$ cat src/ube_regs.vh
// Constants of the USB bus event and interrupt enable block.
// Assumes inclusion by the block's single design file only.
`ifndef UBE_REGS_VH
`define UBE_REGS_VH

// ----------------------------------------------------------------
// Register byte addresses
// ----------------------------------------------------------------
`define UBE_ADDR_W 8
`define UBE_OFS_CSR 8'h00
`define UBE_OFS_STAT 8'h04
`define UBE_OFS_MASK 8'h08

// ----------------------------------------------------------------
// Control/status register layout
// ----------------------------------------------------------------
`define UBE_EN_MSB 31
`define UBE_EN_LSB 24
`define UBE_FLAG_MSB 23
`define UBE_FLAG_LSB 16
`define UBE_EP_MSB 7
`define UBE_EP_LSB 1

// Event index inside the enable and flag bytes
`define UBE_EV_SUPPLY 3'h7
`define UBE_EV_SESS 3'h6
`define UBE_EV_DETACH 3'h5
`define UBE_EV_ATTACH 3'h4
`define UBE_EV_FRAME 3'h3
`define UBE_EV_RSTBAB 3'h2
`define UBE_EV_WAKE 3'h1
`define UBE_EV_SLEEP 3'h0

// ----------------------------------------------------------------
// Reset values
// ----------------------------------------------------------------
`define UBE_EN_RST 8'h06
`define UBE_FLAG_RST 8'h00
`define UBE_EP_RST 7'h7f
`define UBE_STAT_RST 16'h0000
`define UBE_MASK_RST 16'h0000

// Status and mask: bits 7..0 bus events, 15..9 endpoint 7..1 receive
`define UBE_STAT_USED 16'hfeff

// AXI responses
`define UBE_RESP_OKAY 2'h0
`define UBE_RESP_SLVERR 2'h2

`endif

$ cat src/ube_bus_events.v
// Bus event flags, interrupt enables and endpoint receive enables of a
// dual-role USB controller, reached over AXI4-Lite.
// Assumes event pulses from the USB core on aclk; the supply-valid
// comparator output is asynchronous and is synchronised here.
//
// Overview of operation
// - Supply falling below valid during a session sets the supply fault flag.
// - Detected session request signaling sets the session request flag.
// - In host role, peripheral removal sets the detach flag.
// - In peripheral role, session end sets the same detach flag.
// - In host role, peripheral attachment sets the attach flag.
// - Supply fault interrupt raised only while its enable is one.
// - Session request interrupt raised only while its enable is one.
// - Detach or session-end interrupt raised only while its enable is one.
// - Attach interrupt raised only while its enable is one.
// - Frame start interrupt raised only while its enable is one.
// - One enable gates reset (peripheral) or babble (host); resets to one.
// - Wakeup interrupt gated by its enable, which resets to one.
// - Sleep interrupt gated by its enable, which resets to zero.
//
// Design decisions made here: the AXI4-Lite slave port and the placing of the registers.
`include "ube_regs.vh"
`timescale 1ns/1ps
`default_nettype none

module ube_bus_events (
    input wire aclk,
    input wire aresetn,
    // AXI4-Lite write address
    input wire s_axi_awvalid,
    output wire s_axi_awready,
    input wire [7:0] s_axi_awaddr,
    input wire [2:0] s_axi_awprot,
    // AXI4-Lite write data
    input wire s_axi_wvalid,
    output wire s_axi_wready,
    input wire [31:0] s_axi_wdata,
    input wire [3:0] s_axi_wstrb,
    // AXI4-Lite write response
    output wire s_axi_bvalid,
    input wire s_axi_bready,
    output wire [1:0] s_axi_bresp,
    // AXI4-Lite read address
    input wire s_axi_arvalid,
    output wire s_axi_arready,
    input wire [7:0] s_axi_araddr,
    input wire [2:0] s_axi_arprot,
    // AXI4-Lite read data
    output wire s_axi_rvalid,
    input wire s_axi_rready,
    output wire [31:0] s_axi_rdata,
    output wire [1:0] s_axi_rresp,
    // USB core side
    input wire host_role,
    input wire session_active,
    input wire supply_valid_pin,
    input wire session_req_det,
    input wire detach_det,
    input wire session_end_det,
    input wire attach_det,
    input wire frame_start_det,
    input wire bus_reset_det,
    input wire babble_det,
    input wire wakeup_det,
    input wire sleep_det,
    input wire [7:1] ep_receive_det,
    // Interrupt outputs
    output wire usb_irq,
    output wire irq
);

    // ----------------------------------------------------------------
    // Supply valid synchroniser
    // ----------------------------------------------------------------
    reg supply_s1_q;
    reg supply_s2_q;
    reg supply_prev_q;
    wire supply_fall;

    always @(posedge aclk) begin
        if (!aresetn) begin
            supply_s1_q <= 1'b1;
            supply_s2_q <= 1'b1;
            supply_prev_q <= 1'b1;
        end else begin
            supply_s1_q <= supply_valid_pin;
            supply_s2_q <= supply_s1_q;
            supply_prev_q <= supply_s2_q;
        end
    end

    // Only the falling edge counts; a supply that stays low is one fault
    assign supply_fall = supply_prev_q & ~supply_s2_q;

    // ----------------------------------------------------------------
    // Event decode
    // ----------------------------------------------------------------
    reg [7:0] evt;

    always @* begin
        evt = 8'h00;
        evt[`UBE_EV_SUPPLY] = supply_fall & session_active;
        evt[`UBE_EV_SESS] = session_req_det;
        evt[`UBE_EV_DETACH] = host_role ? detach_det : session_end_det;
        evt[`UBE_EV_ATTACH] = host_role & attach_det;
        evt[`UBE_EV_FRAME] = frame_start_det;
        evt[`UBE_EV_RSTBAB] = host_role ? babble_det : bus_reset_det;
        evt[`UBE_EV_WAKE] = wakeup_det;
        evt[`UBE_EV_SLEEP] = sleep_det;
    end

    // ----------------------------------------------------------------
    // AXI4-Lite write path
    // ----------------------------------------------------------------
    reg aw_full_q;
    reg w_full_q;
    reg [7:0] awaddr_q;
    reg [31:0] wdata_q;
    reg [3:0] wstrb_q;
    reg bvalid_q;
    reg [1:0] bresp_q;
    wire wr_fire;
    wire wr_csr;
    wire wr_stat;
    wire wr_mask;
    wire wr_hit;

    assign s_axi_awready = ~aw_full_q;
    assign s_axi_wready = ~w_full_q;
    assign s_axi_bvalid = bvalid_q;
    assign s_axi_bresp = bresp_q;

    // Both halves held and no response still owed
    assign wr_fire = aw_full_q & w_full_q & ~bvalid_q;
    assign wr_csr = wr_fire & (awaddr_q == `UBE_OFS_CSR);
    assign wr_stat = wr_fire & (awaddr_q == `UBE_OFS_STAT);
    assign wr_mask = wr_fire & (awaddr_q == `UBE_OFS_MASK);
    // Unmapped writes are dropped but still answered, so no master hangs
    assign wr_hit = wr_csr | wr_stat | wr_mask;

    always @(posedge aclk) begin
        if (!aresetn) begin
            aw_full_q <= 1'b0;
            w_full_q <= 1'b0;
            awaddr_q <= 8'h00;
            wdata_q <= 32'h0000_0000;
            wstrb_q <= 4'h0;
            bvalid_q <= 1'b0;
            bresp_q <= `UBE_RESP_OKAY;
        end else begin
            if (s_axi_awvalid && !aw_full_q) begin
                aw_full_q <= 1'b1;
                awaddr_q <= {s_axi_awaddr[7:2], 2'b00};
            end
            if (s_axi_wvalid && !w_full_q) begin
                w_full_q <= 1'b1;
                wdata_q <= s_axi_wdata;
                wstrb_q <= s_axi_wstrb;
            end
            if (wr_fire) begin
                aw_full_q <= 1'b0;
                w_full_q <= 1'b0;
                bvalid_q <= 1'b1;
                bresp_q <= wr_hit ? `UBE_RESP_OKAY : `UBE_RESP_SLVERR;
            end else if (bvalid_q && s_axi_bready) begin
                bvalid_q <= 1'b0;
            end
        end
    end

    // ----------------------------------------------------------------
    // AXI4-Lite read path
    // ----------------------------------------------------------------
    reg rvalid_q;
    reg [31:0] rdata_q;
    reg [1:0] rresp_q;
    reg [31:0] rd_mux;
    reg rd_hit;
    wire rd_take;
    wire rd_csr;
    wire [7:0] araddr_w;

    assign s_axi_arready = ~rvalid_q;
    assign s_axi_rvalid = rvalid_q;
    assign s_axi_rdata = rdata_q;
    assign s_axi_rresp = rresp_q;
    assign rd_take = s_axi_arvalid & ~rvalid_q;
    assign araddr_w = {s_axi_araddr[7:2], 2'b00};
    assign rd_csr = rd_take & (araddr_w == `UBE_OFS_CSR);

    // ----------------------------------------------------------------
    // Control/status register
    // ----------------------------------------------------------------
    reg [7:0] en_q;
    reg [7:0] en_d;
    reg [7:0] flag_q;
    reg [7:0] flag_d;
    reg [7:1] ep_en_q;
    reg [7:1] ep_en_d;

    always @* begin
        en_d = en_q;
        ep_en_d = ep_en_q;
        // enables written by software, byte 3
        if (wr_csr && wstrb_q[3]) begin
            en_d = wdata_q[`UBE_EN_MSB:`UBE_EN_LSB];
        end
        if (wr_csr && wstrb_q[0]) begin
            ep_en_d = wdata_q[`UBE_EP_MSB:`UBE_EP_LSB];
        end
        // no write path; read clears, new event wins
        flag_d = (rd_csr ? 8'h00 : flag_q) | evt;
    end

    always @(posedge aclk) begin
        if (!aresetn) begin
            // reset/babble and wakeup enables start set
            en_q <= `UBE_EN_RST;
            flag_q <= `UBE_FLAG_RST;
            ep_en_q <= `UBE_EP_RST;
        end else begin
            en_q <= en_d;
            flag_q <= flag_d;
            ep_en_q <= ep_en_d;
        end
    end

    // ----------------------------------------------------------------
    // Sticky interrupt status and mask
    // ----------------------------------------------------------------
    reg [15:0] stat_q;
    reg [15:0] stat_d;
    reg [15:0] mask_q;
    reg [15:0] mask_d;
    reg [15:0] stat_set;
    reg [15:0] stat_clr;

    always @* begin
        // each event gated by its enable
        stat_set = {ep_receive_det & ep_en_q, 1'b0, evt & en_q};
        stat_clr = 16'h0000;
        if (wr_stat && wstrb_q[0]) begin
            stat_clr[7:0] = wdata_q[7:0];
        end
        if (wr_stat && wstrb_q[1]) begin
            stat_clr[15:8] = wdata_q[15:8];
        end
        // Set beats write-one-to-clear in the same cycle
        stat_d = ((stat_q & ~stat_clr) | stat_set) & `UBE_STAT_USED;
        mask_d = mask_q;
        if (wr_mask && wstrb_q[0]) begin
            mask_d[7:0] = wdata_q[7:0];
        end
        if (wr_mask && wstrb_q[1]) begin
            mask_d[15:8] = wdata_q[15:8];
        end
        mask_d = mask_d & `UBE_STAT_USED;
    end

    always @(posedge aclk) begin
        if (!aresetn) begin
            stat_q <= `UBE_STAT_RST;
            mask_q <= `UBE_MASK_RST;
        end else begin
            stat_q <= stat_d;
            mask_q <= mask_d;
        end
    end

    // ----------------------------------------------------------------
    // Read data
    // ----------------------------------------------------------------
    always @* begin
        rd_mux = 32'h0000_0000;
        rd_hit = 1'b1;
        case (araddr_w)
            `UBE_OFS_CSR: begin
                rd_mux = {en_q, flag_q, 8'h00, ep_en_q, 1'b0};
            end
            `UBE_OFS_STAT: begin
                rd_mux = {16'h0000, stat_q};
            end
            `UBE_OFS_MASK: begin
                rd_mux = {16'h0000, mask_q};
            end
            default: begin
                rd_hit = 1'b0;
            end
        endcase
    end

    always @(posedge aclk) begin
        if (!aresetn) begin
            rvalid_q <= 1'b0;
            rdata_q <= 32'h0000_0000;
            rresp_q <= `UBE_RESP_OKAY;
        end else if (rd_take) begin
            rvalid_q <= 1'b1;
            rdata_q <= rd_mux;
            rresp_q <= rd_hit ? `UBE_RESP_OKAY : `UBE_RESP_SLVERR;
        end else if (rvalid_q && s_axi_rready) begin
            rvalid_q <= 1'b0;
        end
    end

    // ----------------------------------------------------------------
    // Interrupt outputs
    // ----------------------------------------------------------------
    wire [7:0] cause_w;

    assign cause_w[`UBE_EV_SUPPLY] = flag_q[`UBE_EV_SUPPLY] & en_q[`UBE_EV_SUPPLY];
    assign cause_w[`UBE_EV_SESS] = flag_q[`UBE_EV_SESS] & en_q[`UBE_EV_SESS];
    assign cause_w[`UBE_EV_DETACH] = flag_q[`UBE_EV_DETACH] & en_q[`UBE_EV_DETACH];
    assign cause_w[`UBE_EV_ATTACH] = flag_q[`UBE_EV_ATTACH] & en_q[`UBE_EV_ATTACH];
    assign cause_w[`UBE_EV_FRAME] = flag_q[`UBE_EV_FRAME] & en_q[`UBE_EV_FRAME];
    assign cause_w[`UBE_EV_RSTBAB] = flag_q[`UBE_EV_RSTBAB] & en_q[`UBE_EV_RSTBAB];
    assign cause_w[`UBE_EV_WAKE] = flag_q[`UBE_EV_WAKE] & en_q[`UBE_EV_WAKE];
    assign cause_w[`UBE_EV_SLEEP] = flag_q[`UBE_EV_SLEEP] & en_q[`UBE_EV_SLEEP];
    assign usb_irq = |cause_w;
    // Sticky path has its own mask, but its bus event status bits set only where the flag enables are one
    assign irq = |(stat_q & mask_q);

endmodule // ube_bus_events

`default_nettype wire

$ cat config.mk
export PLATFORM = sky130hd
export DESIGN_NAME = ube_bus_events
export DESIGN_NICKNAME = d
export VERILOG_FILES = /design/src/ube_bus_events.v
export VERILOG_INCLUDE_DIRS = /design/src
export SDC_FILE = /design/constraint.sdc
export NUM_CORES = 1
export LEC_CHECK = 0
export CORE_MARGIN = 2
export CORE_UTILIZATION = 56
export CTS_CLUSTER_DIAMETER = 40
export CTS_CLUSTER_SIZE = 30
export DETAILED_ROUTE_END_ITERATION = 7
export DONT_BUFFER_PORTS = 1
export GPL_TIMING_DRIVEN = 0
export PLACE_DENSITY_LB_ADDON = 0.3
export SYNTH_ARGS = -nofsm -noshare
export SYNTH_HDL_FRONTEND = slang
export SYNTH_SLANG_ARGS = --single-unit
export TNS_END_PERCENT = 10
$ cat constraint.sdc
create_clock -name aclk -period 2.45 [get_ports aclk]
set_clock_uncertainty 0.05 [all_clocks]
set_input_delay 0.245 -clock aclk [delete_from_list [all_inputs] [get_ports aclk]]
set_output_delay 0.245 -clock aclk [all_outputs]
set_load 0.05 [all_outputs]
==> results of run 1 <==
synthesized netlist by cell type (8+ instances only):
| cell | instances | area share [%] |
|---|---|---|
| sky130_fd_sc_hd__dfxtp_1 | 125 | 48 |
| sky130_fd_sc_hd__nor2_1 | 24 | 1.7 |
| sky130_fd_sc_hd__and3b_1 | 19 | 3.2 |
| sky130_fd_sc_hd__a311oi_1 | 14 | 2.4 |
| sky130_fd_sc_hd__clkbuf_1 | 40 | 2.9 |
| sky130_fd_sc_hd__nand2b_1 | 8 | 0.96 |
| sky130_fd_sc_hd__o31ai_1 | 21 | 3.0 |
| sky130_fd_sc_hd__a22oi_1 | 8 | 1.2 |
| sky130_fd_sc_hd__nand3_1 | 25 | 2.4 |
| sky130_fd_sc_hd__a21oi_1 | 71 | 6.8 |
| sky130_fd_sc_hd__nand2_1 | 93 | 6.7 |
| sky130_fd_sc_hd__o211ai_1 | 8 | 1.2 |
| sky130_fd_sc_hd__o21ai_0 | 29 | 2.8 |
| sky130_fd_sc_hd__mux2i_1 | 20 | 3.9 |
| sky130_fd_sc_hd__nand4_1 | 24 | 2.9 |
metrics by stage:
step                power, mW  utilization, %  setup slack, ns  cell area [um2]  hold slack [ns]
finish                   5.09            71.3            0.174             6490          0.00103
global route             5.23            71.3            0.152             6490           0.0280
CTS                      5.06            71.1            0.102             6480           0.0221
detailed placement       2.60            58.7            0.223             5340            0.303
global placement         2.59            58.7            0.305             5340            0.297
floorplan                2.50               -            0.634             5200            0.291
layout by cell type, fill, tap and decap left out, drive strengths merged, types with 8 or more instances in the layout:
cell type and n:
nand3 25, dlygate4sd3 56, a21oi 71, nor2 24, o31ai 21, a311oi 14, and3b 19, clkbuf 60
nand2 93, nand2b 8, a22oi 8, dfxtp 125, o211ai 8, buf 11, nand4 24, mux2i 20
o21ai 30
routing by layer:
metal / vias up / share of wire, %
met1: 2294 / 40
met3: 43 / 9.3
met4: 0 / 2.5
li1: 2334 / -
met5: - / 0
met2: 278 / 48
where the power goes:
part / internal, mW / total [mW] / switching, mW
registers: 2.10 / 2.19 / 0.0906
clock network: 1.48 / 2.43 / 0.942
logic: 0.179 / 0.470 / 0.291
total: 3.76 / 5.09 / 1.32
flip-flops by register name, summed over array words and instances (netlist names), 3 cells and up:
name / cells
s_axi_rdata: 31
wdata_q: 23
mask_q: 15
stat_q: 15
en_q: 8
flag_q: 8
ep_en_q: 7
awaddr_q: 6
wstrb_q: 3
cell families after synthesis:
| group | after synthesis |
|---|---|
| flip-flops | 125 |
| buffers and inverters | 55 |
| AND/OR/NAND/NOR | 215 |
| AO/OA/AOI/OAI | 176 |
| multiplexers | 22 |
| other | 1 |
cell type report:
type	instances	area (um2)	share of cell area (%)
Sequential cell	125	2500	38.5
Tap cell	111	139	2.14
Clock inverter	12	138	2.12
Multi-Input combinational cell	416	2490	38.3
Clock buffer	20	435	6.71
Timing Repair Buffer	56	561	8.63
Buffer	51	215	3.31
Inverter	4	15.0	0.231
critical path: cells and delay by family (launching register included):
kind	cells	cell delay (ns)
DFF	1	0.34
AOI/OAI and AO/OA	1	0.37
and+or+nand+nor	2	0.74
how the worst max path moves through the flow:
stage	startpoint	endpoint	slack (ns)	cells after the start
floorplan	s_axi_bvalid$_SDFFE_PN0P_	ep_en_q[1]$_SDFFE_PN1P_	0.63	3
global placement	s_axi_bvalid$_SDFFE_PN0P_	stat_q[12]$_SDFF_PN0_	0.30	3
detailed placement	s_axi_bvalid$_SDFFE_PN0P_	stat_q[10]$_SDFF_PN0_	0.22	3
CTS	s_axi_rvalid$_SDFFE_PN0P_	flag_q[4]$_SDFF_PN0_	0.10	4
global route	stat_q[4]$_SDFF_PN0_	irq	0.15	3
finish	stat_q[4]$_SDFF_PN0_	irq	0.17	3
repair_timing:
item                                   4_1_cts  5_1_grt
resized for setup                            0        2
endpoints found under the hold margin       59        0
setup endpoints to repair                    0        2
hold buffers                                56        0
==> results_dict.tcl, run 1 <==
set metrics [dict create \
    status "complete, no violations" \
    initial_cell_density_of_the_core_pct 57.1 \
    synth-edff-count 0 \
    timing.rr.start "s_axi_rvalid$_SDFFE_PN0P_" \
    post-cts-setup-buffer-count 0 \
    clkSlewWorstSetupHoldPaths_ns 0.06 \
    grt_max_degree 17 \
    nFillCells 704 \
    grt_pass1_vias 4761 \
    global_route_wire_length_before_repair_mm 23.9 \
    report.final.setup_viol 0 \
    finish.cell_count_without_fillers 795 \
    combinational_family_with_the_most_area_after_synthesis "simple AND/OR/NAND/NOR gates" \
    timing.max_slew.rel_slack_pct 35.4 \
    xor_xnor_fraction_of_synth_area_pct 0 \
    reg2reg_setup_slack_ns 0.28 \
    chipWidth_um 100 \
    drc 0 \
    worst_ep_arrival_time_ns 1.98 \
    async_flop_share_pct 0 \
    groute.layer.met2.usage_pct 51.1 \
    setup_repair_after_global_routing_missed_its_margin "no" \
    groute.usage.overall_pct 30.4 \
    holdCritStartpoint "aresetn" \
    worst_endpoint_required_time_ns 2.15 \
    clkLatencyLatePin_ns 0.52 \
    core.rowCount 35 \
    post_synth_inst_count 594 \
    postSynthAreaPerCell_um2 8.75 \
    criticalPathCategory "flip-flop to output port" \
    synth_seq_area_share_pct 48.1 \
    drv_slew 0 \
    gp_congestion 0.880 \
    hold_path_depth 3 \
    drive_gt1_share_pct 7.02 \
    timing_worst_slew_pin_value_ns 0.967 \
    cts.sink_count 125 \
    post_drt_wl_per_cell_um 19.1 \
    floorplan.die_area_um2 10100 \
    synth_cell_type_count 44 \
    ctsRootBufferMaster "sky130_fd_sc_hd__clkbuf_8" \
    cts.path.max_buffers 2 \
    met3_usage_pct 6.82 \
    layout-area-overhead-vs-synth_pct 24.9 \
    synth-compound-area-share_pct 21.3 \
    drtAntennaViolNets 0 \
    buffer_ports.inserted 0 \
    drt_first_iter_violations 451 \
    min_to "flag_q[7]$_SDFF_PN0_" \
    post-route-min-period_ns 2.28 \
    critical_path.max_fanout 3 \
    grt.met1_usage_pct 37.7 \
    io_pins 127 \
    cp_cell_sequence "a222oi_1 -> and3_1 -> nand4_1" \
    yosys.area_share.adder_pct 0 \
    vias 4949 \
    grt_most_used_layer "met2" \
    detailed_route_wire_length_mm 15.2 \
    r2r_cells 4 \
    drt-vias-per-instance 6.23 \
    drt_pre_antenna_iters 7 \
    power-per-cell-area_nw_per_um2 783 \
    cap_violations 0 \
    synth-main-ff-cell "sky130_fd_sc_hd__dfxtp_1" \
    critical_path.max_stage_delay_ns 0.52 \
    mappedNetlistArea_um2 5200 \
    hpwl_mm 10.5 \
    die_height_um 100 \
    cts_made_buffers 17 \
    post_synth_and_or_nand_nor_area_fraction_pct 21.8 \
    synth.ff_latch_count 125 \
    numPlacedInstances 707 \
    layout.nets 755 \
    timing_hold_violations_final 0 \
    setup_tns_final_ns 0 \
    core_region_um2 9110 \
    worstSetupEndpointType "output port" \
    tritoncts_clock_tree "built" \
    htree_levels 4 \
    timing.rr.end "flag_q[4]$_SDFF_PN0_" \
    leakage_nw 2.36 \
    hold_path_class "input port to flip-flop" \
    antenna_found_initial 0 \
    yosys-mux-area-fraction_pct 4.29 \
    fmax_mhz 439 \
    insertedDiodeCount 0 \
    critical_path_s_slowest_cell "sky130_fd_sc_hd__nand4_1" \
    post-route-period-util_pct 92.9 \
    synth_warnings 0 \
    vdd.ir_drop.worst_mv 0.517 \
    grt.overflow.total 0 \
    critPathLaunchType "flip-flop" \
]
Power figures use the tool's default switching activity.
==> inputs of run 2 (changes only) <==
SETUP_SLACK_MARGIN = 0.3   (was unset)
==> run 2 against run 1 <==
Against the previous run:
- combinational power barely moved
- total power barely moved
- cell count rose by 0.13%
- critical endpoint unchanged
- non-clock buffer count rose by 1
- highest routed layer unchanged
- worst setup slack improved by 0.046 ns
- routed wire length rose by 0.24%
- clock power barely moved
==> results_dict.tcl, run 2 (synthesis results as in run 1) <==
set metrics [dict create \
    floorplan.die_area_um2 10100 \
    core_region_um2 9110 \
    core.rowCount 35 \
    worstSetupEndpointType "output port" \
    layout-area-overhead-vs-synth_pct 24.9 \
    die_height_um 100 \
    setup_tns_final_ns 0 \
    vdd.ir_drop.worst_mv 0.511 \
    drive_gt1_share_pct 7.45 \
    finish.cell_count_without_fillers 796 \
    tritoncts_clock_tree "built" \
    criticalPathCategory "flip-flop to output port" \
    drtAntennaViolNets 0 \
    drc 0 \
    setup_slack_placement_ns 0.223 \
    post_drt_wl_per_cell_um 19.1 \
    fin_hold_ws_ns 0.0311 \
    vias 4963 \
    timing_worst_slew_pin_value_ns 0.941 \
    htree_levels 4 \
    total_power_mw 5.09 \
    timing_hold_violations_final 0 \
    buffer_ports.inserted 0 \
    multi_input_logic_area_um2 2480 \
    leakage_nw 2.37 \
    detailed_route_wire_length_mm 15.2 \
    drt_pre_antenna_iters 5 \
    grt_pass1_vias 4736 \
    drv_slew 0 \
    critPathLaunchType "flip-flop" \
    hold_path_class "input port to flip-flop" \
    worst_ep_arrival_time_ns 1.94 \
    mostFrequentLayoutCell "sky130_fd_sc_hd__dfxtp_1" \
    chipWidth_um 100 \
    numPlacedInstances 707 \
    antenna_found_initial 0 \
    grt_max_degree 17 \
    nFillCells 701 \
    cts.sink_count 125 \
    post-route-period-util_pct 91.0 \
    ctsRootBufferMaster "sky130_fd_sc_hd__clkbuf_8" \
    clkLatencyLatePin_ns 0.52 \
    clkSlewWorstSetupHoldPaths_ns 0.06 \
    cap_violations 0 \
    mostFrequentLayoutCells "sky130_fd_sc_hd__dfxtp_1 (123), sky130_fd_sc_hd__nand2_1 (93), sky130_fd_sc_hd__a21oi_1 (71)" \
    hpwl_mm 10.5 \
    sequential_cell_area_um2 2500 \
    post-route-cell-area_um2 6490 \
    insertedDiodeCount 0 \
    critical_path.max_fanout 2 \
    number_of_flip_flops_in_the_largest_register 31 \
    gp_congestion 0.880 \
    initial_cell_density_of_the_core_pct 57.1 \
    utilization_pct 71.3 \
    report.final.setup_viol 0 \
    timing.max_slew.rel_slack_pct 37.1 \
    status "complete, no violations" \
    io_pins 127 \
    fmax_mhz 448 \
    global_route_wire_length_before_repair_mm 24.0 \
    worst_endpoint_required_time_ns 2.15 \
    drt_first_iter_violations 413 \
    placement.cell_area_um2 5340 \
    cts.path.max_buffers 2 \
    power-per-cell-area_nw_per_um2 783 \
    layout.nets 756 \
    post-route-min-period_ns 2.23 \
    setup_repair_after_global_routing_missed_its_margin "yes" \
    timing.final.ws_setup_ns 0.220 \
    cts_made_buffers 17 \
    drt-vias-per-instance 6.23 \
    grt.overflow.total 0 \
    groute.usage.overall_pct 30.6 \
]
## run 2: changes by cell type in the layout (fill, tap and decap cells not counted)
cell / previous run / this run
sky130_fd_sc_hd__dfxtp_2: 0 / 2
sky130_fd_sc_hd__a31oi_2: 1 / 0
sky130_fd_sc_hd__buf_4: 3 / 5
sky130_fd_sc_hd__dlygate4sd3_1: 56 / 55
sky130_fd_sc_hd__a31oi_1: 4 / 5
sky130_fd_sc_hd__dfxtp_1: 125 / 123
## run 2: final timing paths
path / start / depth (start not counted) / slack (ns) / to
worst min-delay path: aresetn / 2 / 0.03 / supply_s2_q$_SDFF_PN1_
worst max register to register: s_axi_bvalid$_SDFFE_PN0P_ / 3 / 0.31 / ep_en_q[5]$_SDFFE_PN1P_
worst max-delay path: mask_q[4]$_SDFFE_PN0P_ / 3 / 0.22 / irq
worst min register to register: supply_s1_q$_SDFF_PN1_ / 1 / 0.38 / supply_s2_q$_SDFF_PN1_
## run 2: timing repair
action / CTS / global route
endpoints found under the hold margin: 59 / 0
resized for setup: 3 / 0
buffers inserted: 2 / 0
hold buffers: 55 / 0
pin swaps: 2 / 0
endpoints found under the setup margin: 8 / 8
## run 2: layout make-up
cell class / instances / share of cell area, %
buffer: 51 / 3.31
tap: 111 / 2.14
timing repair buffer: 57 / 8.71
inverter: 4 / 0.231
clock buffer: 20 / 6.71
clock inverter: 12 / 2.12
sequential: 125 / 38.6
multi-input combinational: 416 / 38.2
## run 2: metal layers
layer | vias up | track usage, % | wire length (um)
met3 | 33 | 7.17 | 1350
met1 | 2324 | 38.3 | 6180
met4 | 0 | 10.0 | 261
li1 | 2325 | - | -
met5 | - | 0 | 0
met2 | 281 | 52.1 | 7420
## run 2: critical path: stages (launching register included)
cell and delay, ns:
sky130_fd_sc_hd__dfxtp_2 0.32, sky130_fd_sc_hd__a222oi_1 0.36, sky130_fd_sc_hd__and3_1 0.21, sky130_fd_sc_hd__nand4_1 0.52
## run 2: where the power goes
| part | internal [mW] | switching, mW | leakage [nW] |
|---|---|---|---|
| Sequential | 2.10 | 0.0912 | 1.02 |
| Clock | 1.48 | 0.943 | 0.276 |
| Combinational | 0.177 | 0.290 | 1.07 |
| Total | 3.76 | 1.32 | 2.37 |
